File: config.mk
export PLATFORM = sky130hd
export DESIGN_NAME = rlf_status_top
export DESIGN_NICKNAME = d
export VERILOG_FILES = /design/src/design/rlf_pkg.sv /design/src/design/rlf_fault_sm.sv /design/src/design/rlf_trunc.sv /design/src/design/rlf_status_top.sv
export SDC_FILE = /design/constraint.sdc
export NUM_CORES = 1
export LEC_CHECK = 0
export CELL_PAD_IN_SITES_DETAIL_PLACEMENT = 0
export CELL_PAD_IN_SITES_GLOBAL_PLACEMENT = 1
export CORE_MARGIN = 4
export CORE_UTILIZATION = 51
export DETAILED_ROUTE_END_ITERATION = 7
export DONT_BUFFER_PORTS = 1
export PLACE_DENSITY_LB_ADDON = 0.1
export SETUP_SLACK_MARGIN = 0.1
export SYNTH_ARGS = -nofsm -noshare
export SYNTH_HDL_FRONTEND = slang
export SYNTH_SLANG_ARGS = --single-unit
File: constraint.sdc
create_clock -name clk -period 6.7 [get_ports clk]
set_input_delay 1.005 -clock clk [delete_from_list [all_inputs] [get_ports clk]]
set_output_delay 1.005 -clock clk [all_outputs]
set_load 0.02 [all_outputs]
File: src/design/rlf_pkg.sv
// Purpose: shared constants and carriers of the receive fault and status block
// Assumes: one receive clock, all inputs produced by logic on that clock
// Notes:   register offsets are byte addresses of 32-bit words
package rlf_pkg;
    // register map
    localparam logic [7:0]  RLF_OFS_CTRL    = 8'h00;   // control: test pattern enable
    localparam logic [7:0]  RLF_OFS_MAXLEN  = 8'h04;   // maximum packet length
    localparam logic [7:0]  RLF_OFS_STATUS  = 8'h08;   // live status levels
    localparam logic [7:0]  RLF_OFS_MISCNT  = 8'h0C;   // accumulated mismatches
    // field positions
    localparam int          RLF_CTRL_TPEN   = 0;       // test pattern enable bit
    localparam int          RLF_ST_LOCAL    = 0;       // combined local fault
    localparam int          RLF_ST_REMOTE   = 1;       // remote fault
    localparam int          RLF_ST_INT      = 2;       // internal local fault
    localparam int          RLF_ST_RCV      = 3;       // received local fault
    localparam int          RLF_ST_LINK     = 4;       // link up
    localparam int          RLF_LEN_W       = 15;      // max length field width
    localparam int          RLF_CNT_W       = 16;      // mismatch counter width
    // reset values
    localparam logic [14:0] RLF_MAXLEN_RST  = 15'h2580; // default length limit
    localparam logic [31:0] RLF_ZERO_WORD   = 32'h0000_0000;
    // link fault sequencing
    localparam int          RLF_COL_CLEAN   = 128;     // clean columns to clear a fault
    localparam int          RLF_SEQ_NEED    = 4;       // fault sets needed to raise a fault

    // fault states of the link
    typedef enum logic [1:0] {RLF_OK, RLF_LOCAL, RLF_REMOTE} rlf_fault_t;

    // one received pcs block, already decoded
    typedef struct packed {
        logic       valid;       // a block (one column) arrives
        logic       ctrl;        // block is a control block
        logic       code_ok;     // its control code is a valid one
        logic       seq;         // block carries a fault ordered set
        logic       seq_remote;  // fault set is remote (else local)
    } rlf_blk_t;

    // receive packet beat as seen by the mac
    typedef struct packed {
        logic       valid;       // beat present
        logic       sop;         // first beat of a packet
        logic       eop;         // last beat of a packet
        logic [3:0] bytes;       // bytes carried by this beat
    } rlf_pkt_t;

    // causes of an internal local fault plus lock state
    typedef struct packed {
        logic       tp_gen;      // test pattern generation active
        logic       align_lost;  // lane alignment lost
        logic       hi_ber;      // high bit error rate
        logic       blk_lock;    // block lock achieved
    } rlf_cause_t;
endpackage

File: src/design/rlf_fault_sm.sv
// Purpose: link fault sequencer over received fault ordered sets
// Assumes: blk.valid marks one column per cycle at most
// Notes:   a change of fault type restarts the set count
module rlf_fault_sm #(
    parameter int COL_CLEAN = rlf_pkg::RLF_COL_CLEAN,   // clean columns to clear
    parameter int SEQ_NEED  = rlf_pkg::RLF_SEQ_NEED     // sets to raise a fault
) (
    input  wire logic             clk,          // receive clock
    input  wire logic             rst,          // synchronous reset, high
    input  wire rlf_pkg::rlf_blk_t blk,         // decoded received block
    output logic                  rcv_local,    // local fault from partner
    output logic                  remote        // remote fault from partner
);
    import rlf_pkg::*;

    if (COL_CLEAN < 2 || SEQ_NEED < 2 || COL_CLEAN > 255) begin : g_bad_param
        $error("rlf_fault_sm: unsupported sequencing parameters");
    end

    rlf_fault_t state_q;        // current link fault state
    logic [7:0] col_cnt_q;      // clean columns since the last fault set or interval end
    logic [2:0] seq_cnt_q;      // matching fault sets seen
    logic       last_rem_q;     // type of the last fault set
    logic       same_seq;       // set matches the ongoing run
    logic       col_end;        // clean interval just completed

    localparam logic [7:0] COL_LAST = 8'(COL_CLEAN - 1);
    localparam logic [2:0] SEQ_LAST = 3'(SEQ_NEED - 1);

    assign same_seq = (seq_cnt_q != 3'h0) && (last_rem_q == blk.seq_remote);
    assign col_end  = blk.valid && !blk.seq && (col_cnt_q == COL_LAST);

    // counters for sets and clean columns
    always_ff @(posedge clk) begin
        if (rst) begin
            col_cnt_q  <= 8'h00;
            seq_cnt_q  <= 3'h0;
            last_rem_q <= 1'b0;
        end else if (blk.valid && blk.seq) begin
            col_cnt_q  <= 8'h00;
            last_rem_q <= blk.seq_remote;
            if (!same_seq) begin
                seq_cnt_q <= 3'h1;                                 // new run
            end else if (seq_cnt_q != SEQ_LAST + 3'h1) begin
                seq_cnt_q <= seq_cnt_q + 3'h1;
            end
        end else if (col_end) begin
            col_cnt_q <= 8'h00;
            seq_cnt_q <= 3'h0;
        end else if (blk.valid) begin
            col_cnt_q <= col_cnt_q + 8'h01;
        end
    end

    // fault state itself
    always_ff @(posedge clk) begin
        if (rst) begin
            state_q <= RLF_OK;
        end else if (blk.valid && blk.seq && same_seq && seq_cnt_q >= SEQ_LAST) begin
            state_q <= blk.seq_remote ? RLF_REMOTE : RLF_LOCAL;
        end else if (col_end) begin
            state_q <= RLF_OK;
        end
    end

    // level outputs by state
    always_comb begin
        rcv_local = 1'b0;
        remote    = 1'b0;
        case (state_q)
            RLF_OK:     ;                          // no fault
            RLF_LOCAL:  rcv_local = 1'b1;
            RLF_REMOTE: remote    = 1'b1;
            default:    ;                          // unreachable codes read clean
        endcase
    end

    a_fault_raise: assert property (@(posedge clk) disable iff (rst)
        (blk.valid && blk.seq && same_seq && seq_cnt_q >= SEQ_LAST)
        |=> (rcv_local != remote))
        else $error("fault not raised after enough fault sets");
    a_fault_clear: assert property (@(posedge clk) disable iff (rst)
        col_end |=> (!rcv_local && !remote))
        else $error("fault not cleared after clean interval");
    c_rcv_local: cover property (@(posedge clk) disable iff (rst) $rose(rcv_local));
    c_remote:    cover property (@(posedge clk) disable iff (rst) $rose(remote));
endmodule

File: src/design/rlf_trunc.sv
// Purpose: packet length tracking and truncation pulse
// Assumes: beats of one packet arrive in order, sop before eop
// Notes:   length saturates, one pulse per packet at most
module rlf_trunc #(
    parameter int LEN_W = rlf_pkg::RLF_LEN_W    // width of the length limit
) (
    input  wire logic              clk,         // receive clock
    input  wire logic              rst,         // synchronous reset, high
    input  wire rlf_pkg::rlf_pkt_t pkt,         // packet beat
    input  wire logic [LEN_W-1:0]  max_len,     // length limit
    output logic                   trunc_q      // one-cycle truncation pulse
);
    import rlf_pkg::*;

    if (LEN_W < 4 || LEN_W > 15) begin : g_bad_param
        $error("rlf_trunc: unsupported length width");
    end

    logic [15:0] len_q;     // bytes so far in current packet
    logic [16:0] len_sum;   // base plus this beat
    logic [15:0] len_d;     // saturated new length
    logic        flag_q;    // current packet already truncated
    logic        over;      // new length exceeds the limit

    assign len_sum = {1'b0, (pkt.sop ? 16'h0000 : len_q)} + {13'h0000, pkt.bytes};
    assign len_d   = len_sum[16] ? 16'hFFFF : len_sum[15:0];
    assign over    = pkt.valid && (len_d > {{(16-LEN_W){1'b0}}, max_len});

    // running length
    always_ff @(posedge clk) begin
        if (rst) begin
            len_q <= 16'h0000;
        end else if (pkt.valid) begin
            len_q <= pkt.eop ? 16'h0000 : len_d;
        end
    end

    // one pulse per packet, a new packet may pulse next cycle
    always_ff @(posedge clk) begin
        if (rst) begin
            trunc_q <= 1'b0;
            flag_q  <= 1'b0;
        end else begin
            trunc_q <= over && (pkt.sop || !flag_q);
            if (pkt.valid && pkt.eop) begin
                flag_q <= 1'b0;
            end else if (over) begin
                flag_q <= 1'b1;
            end
        end
    end

    a_trunc_cause: assert property (@(posedge clk) disable iff (rst)
        trunc_q |-> $past(over))
        else $error("truncation pulse without over-length packet");
    a_trunc_once: assert property (@(posedge clk) disable iff (rst)
        (flag_q && !(pkt.valid && pkt.sop)) |=> !trunc_q)
        else $error("second truncation pulse in one packet");
    c_trunc_b2b: cover property (@(posedge clk) disable iff (rst) trunc_q ##1 trunc_q);
endmodule

File: src/design/rlf_status_top.sv
// Purpose: receive status and fault flags with a small register port
// Assumes: all inputs come from logic on clk; master obeys one-cycle strobes
// Notes:   every output is a flip-flop; read data valid one cycle after strobe
//
// Notes on behaviour
// 2-bit mismatch count, one cycle per value
// mismatch output zero unless pattern enabled
// management may accumulate mismatches into counter
// flag truncation when length exceeds limit
// truncation pulse one cycle per packet
// local fault is internal OR received
// remote fault is a level
// internal fault while pattern, misalignment, high ber
// received fault once enough fault sets
// indicate blocks with valid control codes
// single-bit link status output
// count fault sets, clear after clean interval
module rlf_status_top #(
    parameter int LEN_W     = rlf_pkg::RLF_LEN_W,      // length limit width
    parameter int COL_CLEAN = rlf_pkg::RLF_COL_CLEAN,  // clean columns to clear
    parameter int SEQ_NEED  = rlf_pkg::RLF_SEQ_NEED    // fault sets to raise
) (
    input  wire logic                clk,              // receive clock, 100 MHz
    input  wire logic                rst,              // synchronous reset, high
    input  wire logic [7:0]          reg_addr,         // register byte address
    input  wire logic [31:0]         reg_wdata,        // register write data
    input  wire logic                reg_we,           // write strobe
    input  wire logic                reg_re,           // read strobe
    output logic [31:0]              reg_rdata,        // read data, next cycle
    input  wire logic [1:0]          tp_mismatch,      // raw pattern checker count
    input  wire rlf_pkg::rlf_pkt_t   pkt,              // receive packet beat
    input  wire rlf_pkg::rlf_blk_t   blk,              // decoded pcs block
    input  wire rlf_pkg::rlf_cause_t cause,            // internal fault causes
    output logic [1:0]               stat_mismatch,    // mismatch increment
    output logic                     stat_truncated,   // truncation pulse
    output logic                     stat_local_fault, // combined local fault
    output logic                     stat_remote_fault,// remote fault level
    output logic                     stat_int_fault,   // internal local fault
    output logic                     stat_rcv_fault,   // received local fault
    output logic                     stat_valid_ctrl,  // valid control code seen
    output logic                     stat_link_up      // receive link status
);
    import rlf_pkg::*;

    if (LEN_W != RLF_LEN_W) begin : g_bad_param
        $error("rlf_status_top: length field width must match register");
    end

    // control and counter state
    logic                 tp_en_q;      // test pattern enable
    logic [LEN_W-1:0]     max_len_q;    // packet length limit
    logic [RLF_CNT_W-1:0] mis_cnt_q;    // accumulated mismatches
    logic [RLF_CNT_W-1:0] mis_sum;      // counter plus increment
    logic [1:0]           mis_inc;      // gated increment

    // fault helpers
    logic                 int_d;        // internal fault next value
    logic                 sm_local;     // sequencer local fault
    logic                 sm_remote;    // sequencer remote fault
    logic                 trunc_pulse;  // from length tracker
    logic                 link_d;       // link status next value

    // register write decode
    logic                 wr_ctrl;      // write to control
    logic                 wr_maxlen;    // write to length limit
    logic                 wr_miscnt;    // write clears counter

    assign wr_ctrl   = reg_we && (reg_addr == RLF_OFS_CTRL);
    assign wr_maxlen = reg_we && (reg_addr == RLF_OFS_MAXLEN);
    assign wr_miscnt = reg_we && (reg_addr == RLF_OFS_MISCNT);

    // control register: pattern enable
    always_ff @(posedge clk) begin
        if (rst) begin
            tp_en_q <= 1'b0;
        end else if (wr_ctrl) begin
            tp_en_q <= reg_wdata[RLF_CTRL_TPEN];
        end
    end

    // length limit register
    always_ff @(posedge clk) begin
        if (rst) begin
            max_len_q <= RLF_MAXLEN_RST;
        end else if (wr_maxlen) begin
            max_len_q <= reg_wdata[LEN_W-1:0];
        end
    end

    // gated mismatch increment
    assign mis_inc = tp_en_q ? tp_mismatch : 2'h0;

    // mismatch increment output, fresh value each cycle
    always_ff @(posedge clk) begin
        if (rst) begin
            stat_mismatch <= 2'h0;
        end else begin
            stat_mismatch <= mis_inc;
        end
    end

    // accumulated mismatches, saturating; increment beats a clear
    assign mis_sum = mis_cnt_q + {{(RLF_CNT_W-2){1'b0}}, mis_inc};
    always_ff @(posedge clk) begin
        if (rst) begin
            mis_cnt_q <= '0;
        end else if (wr_miscnt) begin
            mis_cnt_q <= {{(RLF_CNT_W-2){1'b0}}, mis_inc};
        end else if (mis_sum < mis_cnt_q) begin
            mis_cnt_q <= '1;                                         // saturate
        end else begin
            mis_cnt_q <= mis_sum;
        end
    end

    // length tracking and truncation pulse
    rlf_trunc #(
        .LEN_W   (LEN_W)
    ) u_trunc (
        .clk     (clk),
        .rst     (rst),
        .pkt     (pkt),
        .max_len (max_len_q),
        .trunc_q (trunc_pulse)
    );

    // truncation output
    always_ff @(posedge clk) begin
        if (rst) begin
            stat_truncated <= 1'b0;
        end else begin
            stat_truncated <= trunc_pulse;
        end
    end

    // received fault sequencing
    rlf_fault_sm #(
        .COL_CLEAN (COL_CLEAN),
        .SEQ_NEED  (SEQ_NEED)
    ) u_fault_sm (
        .clk       (clk),
        .rst       (rst),
        .blk       (blk),
        .rcv_local (sm_local),
        .remote    (sm_remote)
    );

    // internal fault from its causes
    assign int_d = cause.tp_gen || cause.align_lost || cause.hi_ber;

    // fault level outputs
    always_ff @(posedge clk) begin
        if (rst) begin
            stat_int_fault    <= 1'b0;
            stat_rcv_fault    <= 1'b0;
            stat_local_fault  <= 1'b0;
            stat_remote_fault <= 1'b0;
        end else begin
            stat_int_fault    <= int_d;
            stat_rcv_fault    <= sm_local;
            stat_local_fault  <= int_d || sm_local;
            stat_remote_fault <= sm_remote;
        end
    end

    // valid control code indication
    always_ff @(posedge clk) begin
        if (rst) begin
            stat_valid_ctrl <= 1'b0;
        end else begin
            stat_valid_ctrl <= blk.valid && blk.ctrl && blk.code_ok;
        end
    end

    // link up: locked, aligned, ber normal
    assign link_d = cause.blk_lock && !cause.align_lost && !cause.hi_ber;
    always_ff @(posedge clk) begin
        if (rst) begin
            stat_link_up <= 1'b0;
        end else begin
            stat_link_up <= link_d;
        end
    end

    // read port, data stand one cycle after the strobe only
    always_ff @(posedge clk) begin
        if (rst) begin
            reg_rdata <= RLF_ZERO_WORD;
        end else if (reg_re) begin
            reg_rdata <= RLF_ZERO_WORD;
            case (reg_addr)
                RLF_OFS_CTRL: begin
                    reg_rdata[RLF_CTRL_TPEN] <= tp_en_q;
                end
                RLF_OFS_MAXLEN: begin
                    reg_rdata[LEN_W-1:0] <= max_len_q;
                end
                RLF_OFS_STATUS: begin
                    reg_rdata[RLF_ST_LOCAL]  <= stat_local_fault;
                    reg_rdata[RLF_ST_REMOTE] <= stat_remote_fault;
                    reg_rdata[RLF_ST_INT]    <= stat_int_fault;
                    reg_rdata[RLF_ST_RCV]    <= stat_rcv_fault;
                    reg_rdata[RLF_ST_LINK]   <= stat_link_up;
                end
                RLF_OFS_MISCNT: begin
                    reg_rdata[RLF_CNT_W-1:0] <= mis_cnt_q;
                end
                default: begin
                    reg_rdata <= RLF_ZERO_WORD;      // unmapped reads zero
                end
            endcase
        end else begin
            reg_rdata <= RLF_ZERO_WORD;              // zero outside read cycle
        end
    end

    // checks on the outputs
    a_mism_gated: assert property (@(posedge clk) disable iff (rst)
        !tp_en_q |=> (stat_mismatch == 2'h0))
        else $error("mismatch count while pattern disabled");
    a_mism_value: assert property (@(posedge clk) disable iff (rst)
        tp_en_q |=> (stat_mismatch == $past(tp_mismatch)))
        else $error("mismatch count differs from checker");
    a_local_or: assert property (@(posedge clk) disable iff (rst)
        stat_local_fault == (stat_int_fault || stat_rcv_fault))
        else $error("local fault is not the or of its parts");
    a_int_cause: assert property (@(posedge clk) disable iff (rst)
        int_d |=> stat_int_fault ##0 stat_local_fault)
        else $error("internal fault missing while cause present");
    a_int_drop: assert property (@(posedge clk) disable iff (rst)
        (!int_d && !sm_local) |=> (!stat_int_fault && !stat_local_fault))
        else $error("internal fault held without cause");
    a_remote_lvl: assert property (@(posedge clk) disable iff (rst)
        stat_remote_fault |-> !stat_rcv_fault)
        else $error("remote and received local fault together");
    a_ctrl_code: assert property (@(posedge clk) disable iff (rst)
        (blk.valid && blk.ctrl && blk.code_ok) |=> stat_valid_ctrl)
        else $error("valid control code not indicated");
    a_link_state: assert property (@(posedge clk) disable iff (rst)
        stat_link_up |-> $past(cause.blk_lock && !cause.hi_ber))
        else $error("link up without lock");
    a_trunc_align: assert property (@(posedge clk) disable iff (rst)
        trunc_pulse |=> stat_truncated)
        else $error("truncation pulse lost");
    c_mism_seen: cover property (@(posedge clk) disable iff (rst) stat_mismatch != 2'h0);
    c_link_rise: cover property (@(posedge clk) disable iff (rst) $rose(stat_link_up));
endmodule

==> flow_summary_export.csv, run 1 <==
group,metric,value,unit
clock_tree,cts_buffer_depth,2,
setup_path,slowest_delay,0.47,ns
power_and_ir_drop,ir_drop,0.000107,V
routing,firstDrtPassIters,4,
cells_and_area,final_cell_mix,"89 x dfxtp_1, 73 x nand2_1, 63 x nor2_1",
routing,via_count,4020,
synth,synthArstFlopShare,0,
floorplanning,num_rows,35,
synth,yosys.area.top_type,"dfxtp_1",
place,dpl_worst_slack,2.29,ns
min_path,hp-start,"u_trunc.trunc_q$_SDFF_PP0_",
job,cap_violations,0,
setup_path,crit_buf_inv,0,
synth,ys.flop_type,"dfxtp_1",
timing,finalHoldViolCount,0,
place,dpl.hpwl,8530,um
synth,syn_area_per_cell,8.36,sq um
routing,wl_per_cell,15.7,um
floorplanning,core_region_area,9370,sq um
routing,antenna_left,0,
setup_path,cp-endpoint,"mis_cnt_q[3]$_SDFF_PP0_",
floorplanning,fp.dieH,107,um
synth,synth-edff-count,0,
synth,ys_seq_elements,89,
global_routing,grt_start_max_net_pins,45,
cells_and_area,finalNetCount,679,
clock_tree,post_cts_resized,0,
global_routing,grt_pass1_wl,18900,um
clock_tree,cts-htree-levels,3,
timing,min_period,4.04,ns
clock_tree,cts_hold_buffers,0,
cells_and_area,area_delta_synth_final,3.01,%
timing,worst_slack,2.66,ns
synth,synth_cells,597,
cells_and_area,design_area,5140,sq um
synth,yosys-top-cells-area,"dfxtp_1 36%, ha_1 8.0%, nand2_1 5.5%, nor2_1 4.7%, a21oi_1 3.8%",
global_routing,first_global_vias,3957,
setup_path,cp-end-kind,"flip-flop",
setup_path,crit_chain,"and2_1 -> ha_1 -> fa_1 -> nand2_1 -> or3_2 -> nor2_1 -> ha_1 -> xnor2_1 -> and2b_2 -> or3_2 -> a32oi_2 -> nand4_2 -> o21ai_0",
global_routing,grt_use_met3,0.0421,
setup_path,cp_slowest_cell,"or3_2",
clock_tree,cts_tree,"yes",
synth,yosysWarnings,0,
timing,max-slew-margin-rel,0.510,
routing,drc_errors,0,
routing,drt_iter0_markers,165,
timing,maxSlewViolCount,0,
synth,synth.top_cell.area_share,0.357,
timing,finalSetupViolCount,0,
global_routing,antenna_found_initial,0,
routing,routed_wl,11200,um
global_routing,grt_util_met2,0.354,
setup_path,arrival,4.30,ns
floorplanning,design.portCount,103,
cells_and_area,diodes,0,
clock_tree,cts_root_buf,"clkbuf_8",
setup_path,crit_required,6.97,ns
global_routing,grt_util_met1,0.256,
cells_and_area,num-fill-cells,921,
floorplanning,start_util,0.533,
setup_path,reg2reg_to,"mis_cnt_q[3]$_SDFF_PP0_",
place,place_area,4960,sq um
timing,max_freq,248,MHz
floorplanning,die_w,107,um
power_and_ir_drop,leakage,0.00211,uW
synth,syn_area,4990,sq um
global_routing,grtUsageTotal,0.205,
setup_path,worstSetupPathType,"input pin to flip-flop",
routing,viasPerCell,5.61,
timing,rsz0062_at_grt,"false",
setup_path,crit_family,"simple AND/OR/NAND/NOR gates",
global_routing,grt_overflow,0,
clock_tree,clock_latency,0.35,ns
clock_tree,cts_buffers,9,
place,io_buffer_count,0,
timing,fin_skew,0.0150,ns
clock_tree,clk_pin_slew,0.09,ns
setup_path,worst_setup_path_start_kind,"input pin",
cells_and_area,layout_commonest_cell,"dfxtp_1",
place,gp_congestion,0.870,
setup_path,reg2regPathDepth,13,
status,status,"finished, final reports clean",
synth,synth.distinct_cells,63,
clock_tree,clock-sinks,89,
global_routing,top_usage_layer,"met2",
power_and_ir_drop,p_per_area,192,nW/um^2
floorplanning,dieArea,11400,sq um
cells_and_area,drive_gt1_frac,0.0680,
setup_path,path_depth,13,
synth,ys_seq_area_frac,0.357,
clock_tree,cts_setup_buffers,0,
setup_path,r2r_start,"tp_en_q$_SDFFE_PP0P_",
timing,finalCritPeriodShare,0.603,
setup_path,reg2reg_setup_slack,2.88,ns
min_path,hold_class,"flip-flop to flip-flop",
timing,max_slew.worst_pin.slew,0.725,ns
setup_path,cp-startpoint,"tp_mismatch[0]",
setup_path,path_max_fanout,13,
timing,fin_tns_setup,0,ns
state kept, by name, summed over array words and instances (netlist names):
name                   cells
max_len_q                 15
mis_cnt_q                 16
reg_rdata                 16
stat_int_fault             1
stat_link_up               1
stat_local_fault           1
stat_mismatch              2
stat_rcv_fault             1
stat_remote_fault          1
stat_truncated             1
stat_valid_ctrl            1
tp_en_q                    1
u_fault_sm.col_cnt_q       8
u_fault_sm.last_rem_q      1
u_fault_sm.seq_cnt_q       3
u_fault_sm.state_q         2
u_trunc.flag_q             1
u_trunc.len_q             16
u_trunc.trunc_q            1
routing by layer:
| layer | part of all wire | vias to the layer above | routed length [um] |
|---|---|---|---|
| li1 | - | 2014 | - |
| met1 | 0.43 | 1898 | 4860 |
| met2 | 0.50 | 89 | 5570 |
| met3 | 0.052 | 19 | 579 |
| met4 | 0.021 | 0 | 232 |
| met5 | 0 | - | 0 |
synth_stat cells (3+ instances only):
master and n:
a21o_1 9, xor2_1 13, nand2_1 73, o21ai_0 29, xnor2_1 19, o21ai_2 10, nor2_1 63, dfxtp_1 89
o31ai_1 4, mux2i_1 14, nor3_1 13, a21oi_1 38, nand3_1 13, a211oi_1 3, nand4_1 9, and4b_1 3
nor2b_1 10, clkbuf_1 19, o211ai_1 4, nand2b_1 4, a22oi_1 7, nor4b_1 3, nor3b_1 5, inv_1 33
and3_1 4, ha_1 32, and2_1 5, o21a_1 4, nor4_1 3, buf_4 16, o221ai_1 3, nand4b_1 3
kinds of logic (layout without fill, tap and decap cells):
| logic type | count (synthesis) | in the layout | share of synthesized area |
|---|---|---|---|
| AND/OR/NAND/NOR | 230 | 230 | 0.231 |
| AO/OA/AOI/OAI | 122 | 122 | 0.158 |
| flip-flops | 89 | 89 | 0.357 |
| buffers and inverters | 73 | 49 | 0.0744 |
| adder cells (fa/ha/maj) | 34 | 34 | 0.0882 |
| XOR/XNOR | 32 | 32 | 0.0561 |
| multiplexers | 16 | 16 | 0.0348 |
| other | 1 | 16 | 0.000751 |
metrics by stage:
step                      hold slack, ns  instances  power, uW   util
after floorplan                    0.413        612        663      -
after global placement             0.424        701        661  0.530
after CTS                          0.450        717       1000  0.549
after detailed placement           0.429        701        663  0.530
final                              0.447        717        990  0.549
after global routing               0.460        717       1040  0.549
worst min-delay path by stage:
stage | cells past startpoint | slack [ns] | end
floorplan | 1 | 0.41 | stat_remote_fault$_SDFF_PP0_
CTS | 1 | 0.45 | stat_remote_fault$_SDFF_PP0_
finish | 1 | 0.45 | stat_truncated$_SDFF_PP0_
detailed placement | 1 | 0.43 | stat_truncated$_SDFF_PP0_
global route | 1 | 0.46 | stat_remote_fault$_SDFF_PP0_
global placement | 1 | 0.42 | stat_truncated$_SDFF_PP0_
worst reg2reg max path, stage by stage (launching register included):
cell and delay [ns]:
dfxtp_1 0.40, and2_1 0.17, ha_1 0.20, fa_1 0.27
nand2_1 0.11, or3_2 0.47, nor2_1 0.11, ha_1 0.26
xnor2_1 0.21, and2b_2 0.23, or3_2 0.43, a32oi_2 0.20
nand4_2 0.45, o21ai_0 0.22
final cells by class:
class	instances	area [sq um]	share of cell area
Clock inverter	5	38.8	0.00754
Clock buffer	11	141	0.0275
Tap cell	129	161	0.0314
Inverter	33	124	0.0241
Sequential cell	89	1780	0.346
Multi-Input combinational cell	450	2900	0.563
power breakdown:
group	internal (uW)	switching, uW	leakage (uW)
sequential	541	16.9	0.000725
clock	146	193	0.0000782
combinational	37.4	55.3	0.00130
(Power assumes the default switching activity.)
==> run 2: changes to the inputs <==
--- a/config.mk
+++ b/config.mk
@@ -8,7 +8,7 @@
 export CELL_PAD_IN_SITES_DETAIL_PLACEMENT = 0
 export CELL_PAD_IN_SITES_GLOBAL_PLACEMENT = 1
 export CORE_MARGIN = 4
-export CORE_UTILIZATION = 51
+export CORE_UTILIZATION = 43
 export DETAILED_ROUTE_END_ITERATION = 7
 export DONT_BUFFER_PORTS = 1
 export PLACE_DENSITY_LB_ADDON = 0.1
==> constraint.sdc (replaced) <==
create_clock -name clk -period 3.43 [get_ports clk]
set_input_delay 0.5145 -clock clk [delete_from_list [all_inputs] [get_ports clk]]
set_output_delay 0.5145 -clock clk [all_outputs]
set_load 0.02 [all_outputs]
==> flow_summary_export.csv, run 2 (synthesis gave the netlist of run 1 again) <==
group,metric,value,unit
cells_and_area,fin_cells,763,
cells_and_area,drive_gt1_frac,0.155,
setup_path,worstSetupPathType,"flip-flop to flip-flop",
place,dpl.hpwl,9200,um
clock_tree,cts_hold_buffers,0,
routing,routed_wl,12300,um
cells_and_area,diodes,0,
routing,via_count,4103,
setup_path,path_max_fanout,12,
routing,firstDrtPassIters,4,
timing,rsz0062_at_grt,"true",
routing,wl_per_cell,16.1,um
floorplanning,num_rows,39,
clock_tree,cts_buffer_depth,2,
timing,min_period,3.20,ns
status,status,"finished, final reports clean",
setup_path,reg2regPathDepth,15,
power_and_ir_drop,leakage,0.00236,uW
cells_and_area,reg_top3,"mis_cnt_q x16, reg_rdata x16, u_trunc.len_q x16",
power_and_ir_drop,p_per_area,413,nW/um^2
setup_path,reg2reg_to,"u_trunc.trunc_q$_SDFF_PP0_",
cells_and_area,design_area,5700,sq um
timing,finalCritPeriodShare,0.932,
setup_path,crit_required,3.66,ns
power_and_ir_drop,power.switching,553,uW
clock_tree,clock_latency,0.35,ns
job,cap_violations,0,
clock_tree,cts_tree,"yes",
routing,antenna_left,0,
setup_path,worst_setup_path_start_kind,"flip-flop",
timing,max_slew.worst_pin.slew,0.692,ns
place,place_area,5200,sq um
floorplanning,start_util,0.439,
timing,finalSetupViolCount,0,
setup_path,cp-end-kind,"flip-flop",
place,io_buffer_count,0,
global_routing,grtUsageTotal,0.191,
power_and_ir_drop,pwr-share-seq,0.464,
power_and_ir_drop,combPwrFrac,0.088,
min_path,holdPathStages,1,
global_routing,antenna_found_initial,0,
global_routing,first_global_vias,3987,
floorplanning,design.portCount,103,
min_path,worstHoldEndpoint,"u_fault_sm.last_rem_q$_SDFFE_PP0P_",
timing,fin_skew,0.00848,ns
global_routing,grt_pass1_wl,20100,um
setup_path,crit_family,"compound AO/OA/AOI/OAI gates",
clock_tree,cts-htree-levels,3,
floorplanning,core_region_area,11400,sq um
routing,drc_errors,0,
min_path,hp-start,"rst",
place,dpl_worst_slack,-0.0261,ns
clock_tree,cts_root_buf,"clkbuf_16",
power_and_ir_drop,ir_drop,0.000201,V
setup_path,cp_slowest_cell,"fa_2",
cells_and_area,finalNetCount,712,
floorplanning,dieArea,13400,sq um
setup_path,arrival,3.43,ns
clock_tree,clock-sinks,89,
power_and_ir_drop,finalPower,2350,uW
cells_and_area,final_cell_mix,"87 x dfxtp_1, 72 x nand2_1, 63 x nor2_1",
cells_and_area,layout_commonest_cell,"dfxtp_1",
place,dp_cells,739,
setup_path,r2r_start,"u_trunc.len_q[0]$_SDFFE_PP0P_",
timing,finalHoldViolCount,0,
routing,drt_iter0_markers,211,
power_and_ir_drop,switching_share,0.235,
power_and_ir_drop,cell_internal_pwr,1800,uW
setup_path,crit_chain,"nor2b_1 -> ha_2 -> fa_2 -> a21o_1 -> a21o_1 -> nand3_4 -> buf_4 -> nand2b_1 -> ha_1 -> nor2b_2 -> o21a_1 -> o21a_1 -> o21ai_1 -> a221o_1 -> a21oi_2",
setup_path,crit_buf_inv,1,
min_path,hold_class,"input pin to flip-flop",
setup_path,slowest_delay,0.36,ns
timing,worst_slack,0.233,ns
timing,maxSlewViolCount,0,
setup_path,reg2reg_setup_slack,0.23,ns
power_and_ir_drop,pwr-share-clk,0.448,
global_routing,grt_start_max_net_pins,45,
clock_tree,clk_pin_slew,0.06,ns
routing,viasPerCell,5.38,
cells_and_area,area_delta_synth_final,14.1,%
timing,max_freq,313,MHz
global_routing,grt_overflow,0,
floorplanning,fp.dieH,116,um
floorplanning,die_w,116,um
timing,max-slew-margin-rel,0.539,
clock_tree,cts_buffers,9,
place,gp_congestion,0.839,
[run 2: changes by cell type in the layout (fill, tap and decap cells not counted), sizes merged]
cell	delta
bufinv	+2
clkinvlp	-4
buf	+33
inv	-1
clkbuf	+1
clkinv	+1
[run 2: routing by layer]
layer / track usage / routed length (um)
met1: 0.239 / 5490
met2: 0.326 / 6100
met3: 0.0439 / 558
met4: 0.0603 / 164
met5: 0 / 0
[run 2: power groups by stage]
stage	Sequential, uW	Combinational (uW)	Clock, uW
after floorplan	1100	196	0
after global placement	1110	194	0
after detailed placement	1120	197	0
after CTS	1090	200	1080
after global routing	1100	232	1130
final	1090	207	1050
[run 2: worst max path at each step]
stage               slack [ns]  cells past startpoint                           from                          end
floorplan                 0.11                     17                         pkt[5]  u_trunc.flag_q$_SDFFE_PP0P_
global placement          0.02                     14                 tp_mismatch[0]      mis_cnt_q[2]$_SDFF_PP0_
detailed placement       -0.03                     15                 tp_mismatch[0]      mis_cnt_q[4]$_SDFF_PP0_
CTS                       0.11                     15  u_trunc.len_q[0]$_SDFFE_PP0P_   u_trunc.trunc_q$_SDFF_PP0_
global route              0.08                     15  u_trunc.len_q[0]$_SDFFE_PP0P_   u_trunc.trunc_q$_SDFF_PP0_
finish                    0.23                     15  u_trunc.len_q[0]$_SDFFE_PP0P_   u_trunc.trunc_q$_SDFF_PP0_
[run 2: final cells by class]
type	instances	area, sq um
Fill cell	1120	5670
Multi-Input combinational cell	450	3040
Sequential cell	89	1780
Timing Repair Buffer	33	259
Clock buffer	12	246
Tap cell	143	179
Inverter	33	124
Clock inverter	3	65.1
[run 2: metrics by stage]
step | util | hold WS [ns] | setup TNS, ns
after floorplan | - | 0.413 | 0
after global placement | 0.458 | 0.428 | 0
after detailed placement | 0.458 | 0.436 | -0.0875
after CTS | 0.486 | 0.217 | 0
after global routing | 0.501 | 0.216 | 0
final | 0.501 | 0.241 | 0
[run 2: what timing repair did]
item                                   CTS  global route
buffers inserted                         0             9
setup endpoints to repair                9            18
pin swaps                                0            12
gates resized for setup                  3            24
endpoints found under the hold margin    0             0
[run 2: worst reg2reg max path: cells and delay by family (launching register included)]
kind	cells	cell delay (ns)
AO/OA/AOI/OAI	7	1.25
adder cells (fa/ha/maj)	3	0.86
AND/OR/NAND/NOR	4	0.52
flip-flops	1	0.31
buffers and inverters	1	0.14
==> run 3: changes to the inputs <==
--- a/config.mk
+++ b/config.mk
@@ -7,10 +7,11 @@
 export LEC_CHECK = 0
 export CELL_PAD_IN_SITES_DETAIL_PLACEMENT = 0
 export CELL_PAD_IN_SITES_GLOBAL_PLACEMENT = 1
-export CORE_MARGIN = 4
+export CORE_MARGIN = 2
 export CORE_UTILIZATION = 43
 export DETAILED_ROUTE_END_ITERATION = 7
 export DONT_BUFFER_PORTS = 1
+export MAX_ROUTING_LAYER = met4
 export PLACE_DENSITY_LB_ADDON = 0.1
 export SETUP_SLACK_MARGIN = 0.1
 export SYNTH_ARGS = -nofsm -noshare
==> flow_summary_export.csv, run 3 (synthesis gave the netlist of run 1 again) <==
group,metric,value,unit
setup_path,reg2reg_setup_slack,0.21,ns
global_routing,grtUsageTotal,0.205,
cells_and_area,layout_commonest_cell,"dfxtp_1",
job,cap_violations,0,
routing,routed.top_layer,"met4",
clock_tree,cts_hold_buffers,0,
power_and_ir_drop,p_per_area,394,nW/um^2
routing,drc_errors,0,
floorplanning,num_rows,39,
timing,finalSetupViolCount,0,
routing,viasPerCell,5.38,
cells_and_area,final_cell_mix,"88 x dfxtp_1, 73 x nand2_1, 61 x nor2_1",
setup_path,crit_required,3.71,ns
setup_path,worstSetupPathType,"flip-flop to flip-flop",
global_routing,grt_overflow,0,
place,gp_congestion,0.878,
min_path,worstHoldEndpoint,"tp_en_q$_SDFFE_PP0P_",
power_and_ir_drop,finalPower,2240,uW
clock_tree,clock_latency,0.34,ns
setup_path,worst_setup_path_start_kind,"flip-flop",
timing,worst_slack,0.210,ns
clock_tree,cts_buffers,9,
routing,via_count,4102,
routing,drt_iter0_markers,167,
cells_and_area,area_delta_synth_final,13.6,%
routing,wl_met1,5600,um
power_and_ir_drop,ir_drop,0.000189,V
global_routing,antenna_found_initial,0,
min_path,hold_class,"input pin to flip-flop",
setup_path,reg2reg_to,"mis_cnt_q[11]$_SDFF_PP0_",
timing,max_slew.worst_pin.slew,0.779,ns
routing,met3_length,451,um
global_routing,grt_start_max_net_pins,45,
clock_tree,cts_buffer_depth,2,
min_path,hp-start,"rst",
place,dpl.hpwl,8980,um
timing,fin_skew,0.00452,ns
place,dp_cells,740,
cells_and_area,diodes,0,
routing,antenna_left,0,
routing,wl_met2,5820,um
status,status,"finished, final reports clean",
clock_tree,cts_tree,"yes",
setup_path,arrival,3.50,ns
timing,min_period,3.22,ns
timing,rsz0062_at_grt,"false",
clock_tree,clk_pin_slew,0.06,ns
timing,max_freq,311,MHz
setup_path,reg2regPathDepth,15,
floorplanning,die_w,112,um
clock_tree,clock-sinks,89,
timing,maxSlewViolCount,0,
routing,routed_wl,12200,um
clock_tree,cts-htree-levels,3,
setup_path,r2r_start,"tp_en_q$_SDFFE_PP0P_",
min_path,holdPathStages,1,
clock_tree,cts_root_buf,"clkbuf_16",
place,io_buffer_count,0,
global_routing,grt_pass1_wl,19800,um
cells_and_area,reg_top3,"mis_cnt_q x16, reg_rdata x16, u_trunc.len_q x16",
floorplanning,dieArea,12500,sq um
floorplanning,design.portCount,103,
setup_path,path_max_fanout,6,
cells_and_area,finalNetCount,712,
cells_and_area,fin_cells,763,
timing,max-slew-margin-rel,0.474,
timing,finalCritPeriodShare,0.939,
setup_path,cp-end-kind,"flip-flop",
floorplanning,fp.dieH,112,um
place,dpl_worst_slack,-0.0205,ns
global_routing,first_global_vias,4046,
cells_and_area,drive_gt1_frac,0.150,
routing,firstDrtPassIters,4,
routing,wl_per_cell,15.9,um
power_and_ir_drop,leakage,0.00236,uW
floorplanning,start_util,0.439,
timing,finalHoldViolCount,0,
floorplanning,core_region_area,11400,sq um
-- run 3: cell count changes in the layout (fill, tap and decap cells not counted), sizes merged --
cell,delta
clkbuf,+1
bufinv,-2
clkinv,+1
-- run 3: power breakdown --
part           internal, uW  leakage (uW)  total [uW]  switching (uW)
clock                   527      0.000136         927             399
combinational          96.0       0.00150         219             123
sequential             1060      0.000725        1090            33.1
total                  1680       0.00236        2240             555
-- run 3: final cells by class --
cell class	instances	area, sq um
fillers	1085	5700
multi-input cells	450	3050
flip-flops and latches	89	1780
clock buffers	13	260
repair buffers	33	259
well taps	143	179
inverters	33	124
clock inverters	2	13.8
-- run 3: timing repair --
| action | 4_1_cts | 5_1_grt |
|---|---|---|
| resized for setup | 0 | 27 |
| setup buffers | 0 | 8 |
| endpoints found under the hold margin | 0 | 0 |
| endpoints found under the setup margin | 4 | 18 |
| pin swaps | 0 | 12 |
-- run 3: worst max-delay path by stage --
stage	startpoint	end	slack [ns]	depth (start not counted)
floorplan	pkt[5]	u_trunc.flag_q$_SDFFE_PP0P_	0.11	17
global placement	pkt[5]	u_trunc.trunc_q$_SDFF_PP0_	-0.04	13
detailed placement	tp_mismatch[0]	mis_cnt_q[11]$_SDFF_PP0_	-0.02	14
CTS	tp_en_q$_SDFFE_PP0P_	mis_cnt_q[11]$_SDFF_PP0_	0.09	14
global route	tp_en_q$_SDFFE_PP0P_	mis_cnt_q[3]$_SDFF_PP0_	0.09	15
finish	tp_en_q$_SDFFE_PP0P_	mis_cnt_q[11]$_SDFF_PP0_	0.21	15
-- run 3: worst max-delay path, stage by stage, from the launching register on --
cell	delay, ns
dfxtp_2	0.34
and2_1	0.14
ha_2	0.19
fa_2	0.20
nand2_1	0.08
or3_4	0.36
nor2_4	0.14
ha_4	0.23
xnor2_4	0.15
buf_4	0.13
nor2_1	0.04
or4_4	0.50
a32oi_2	0.22
nand4_2	0.18
buf_6	0.21
o21ai_2	0.05
-- run 3: per-layer routing --
| layer | vias up | track usage |
|---|---|---|
| li1 | 2090 | - |
| met1 | 1917 | 0.251 |
| met2 | 74 | 0.331 |
| met3 | 21 | 0.0441 |
| met4 | 0 | 0.0798 |
| met5 | - | - |
-- run 3: metrics by stage --
step	setup TNS, ns	cell area [sq um]	hold WS, ns	utilization
after floorplan	0	5120	0.413	-
after global placement	-0.215	5210	0.434	0.458
after detailed placement	-0.132	5210	0.431	0.458
after CTS	0	5490	0.223	0.482
after global routing	0	5670	0.219	0.499
final	0	5670	0.234	0.499
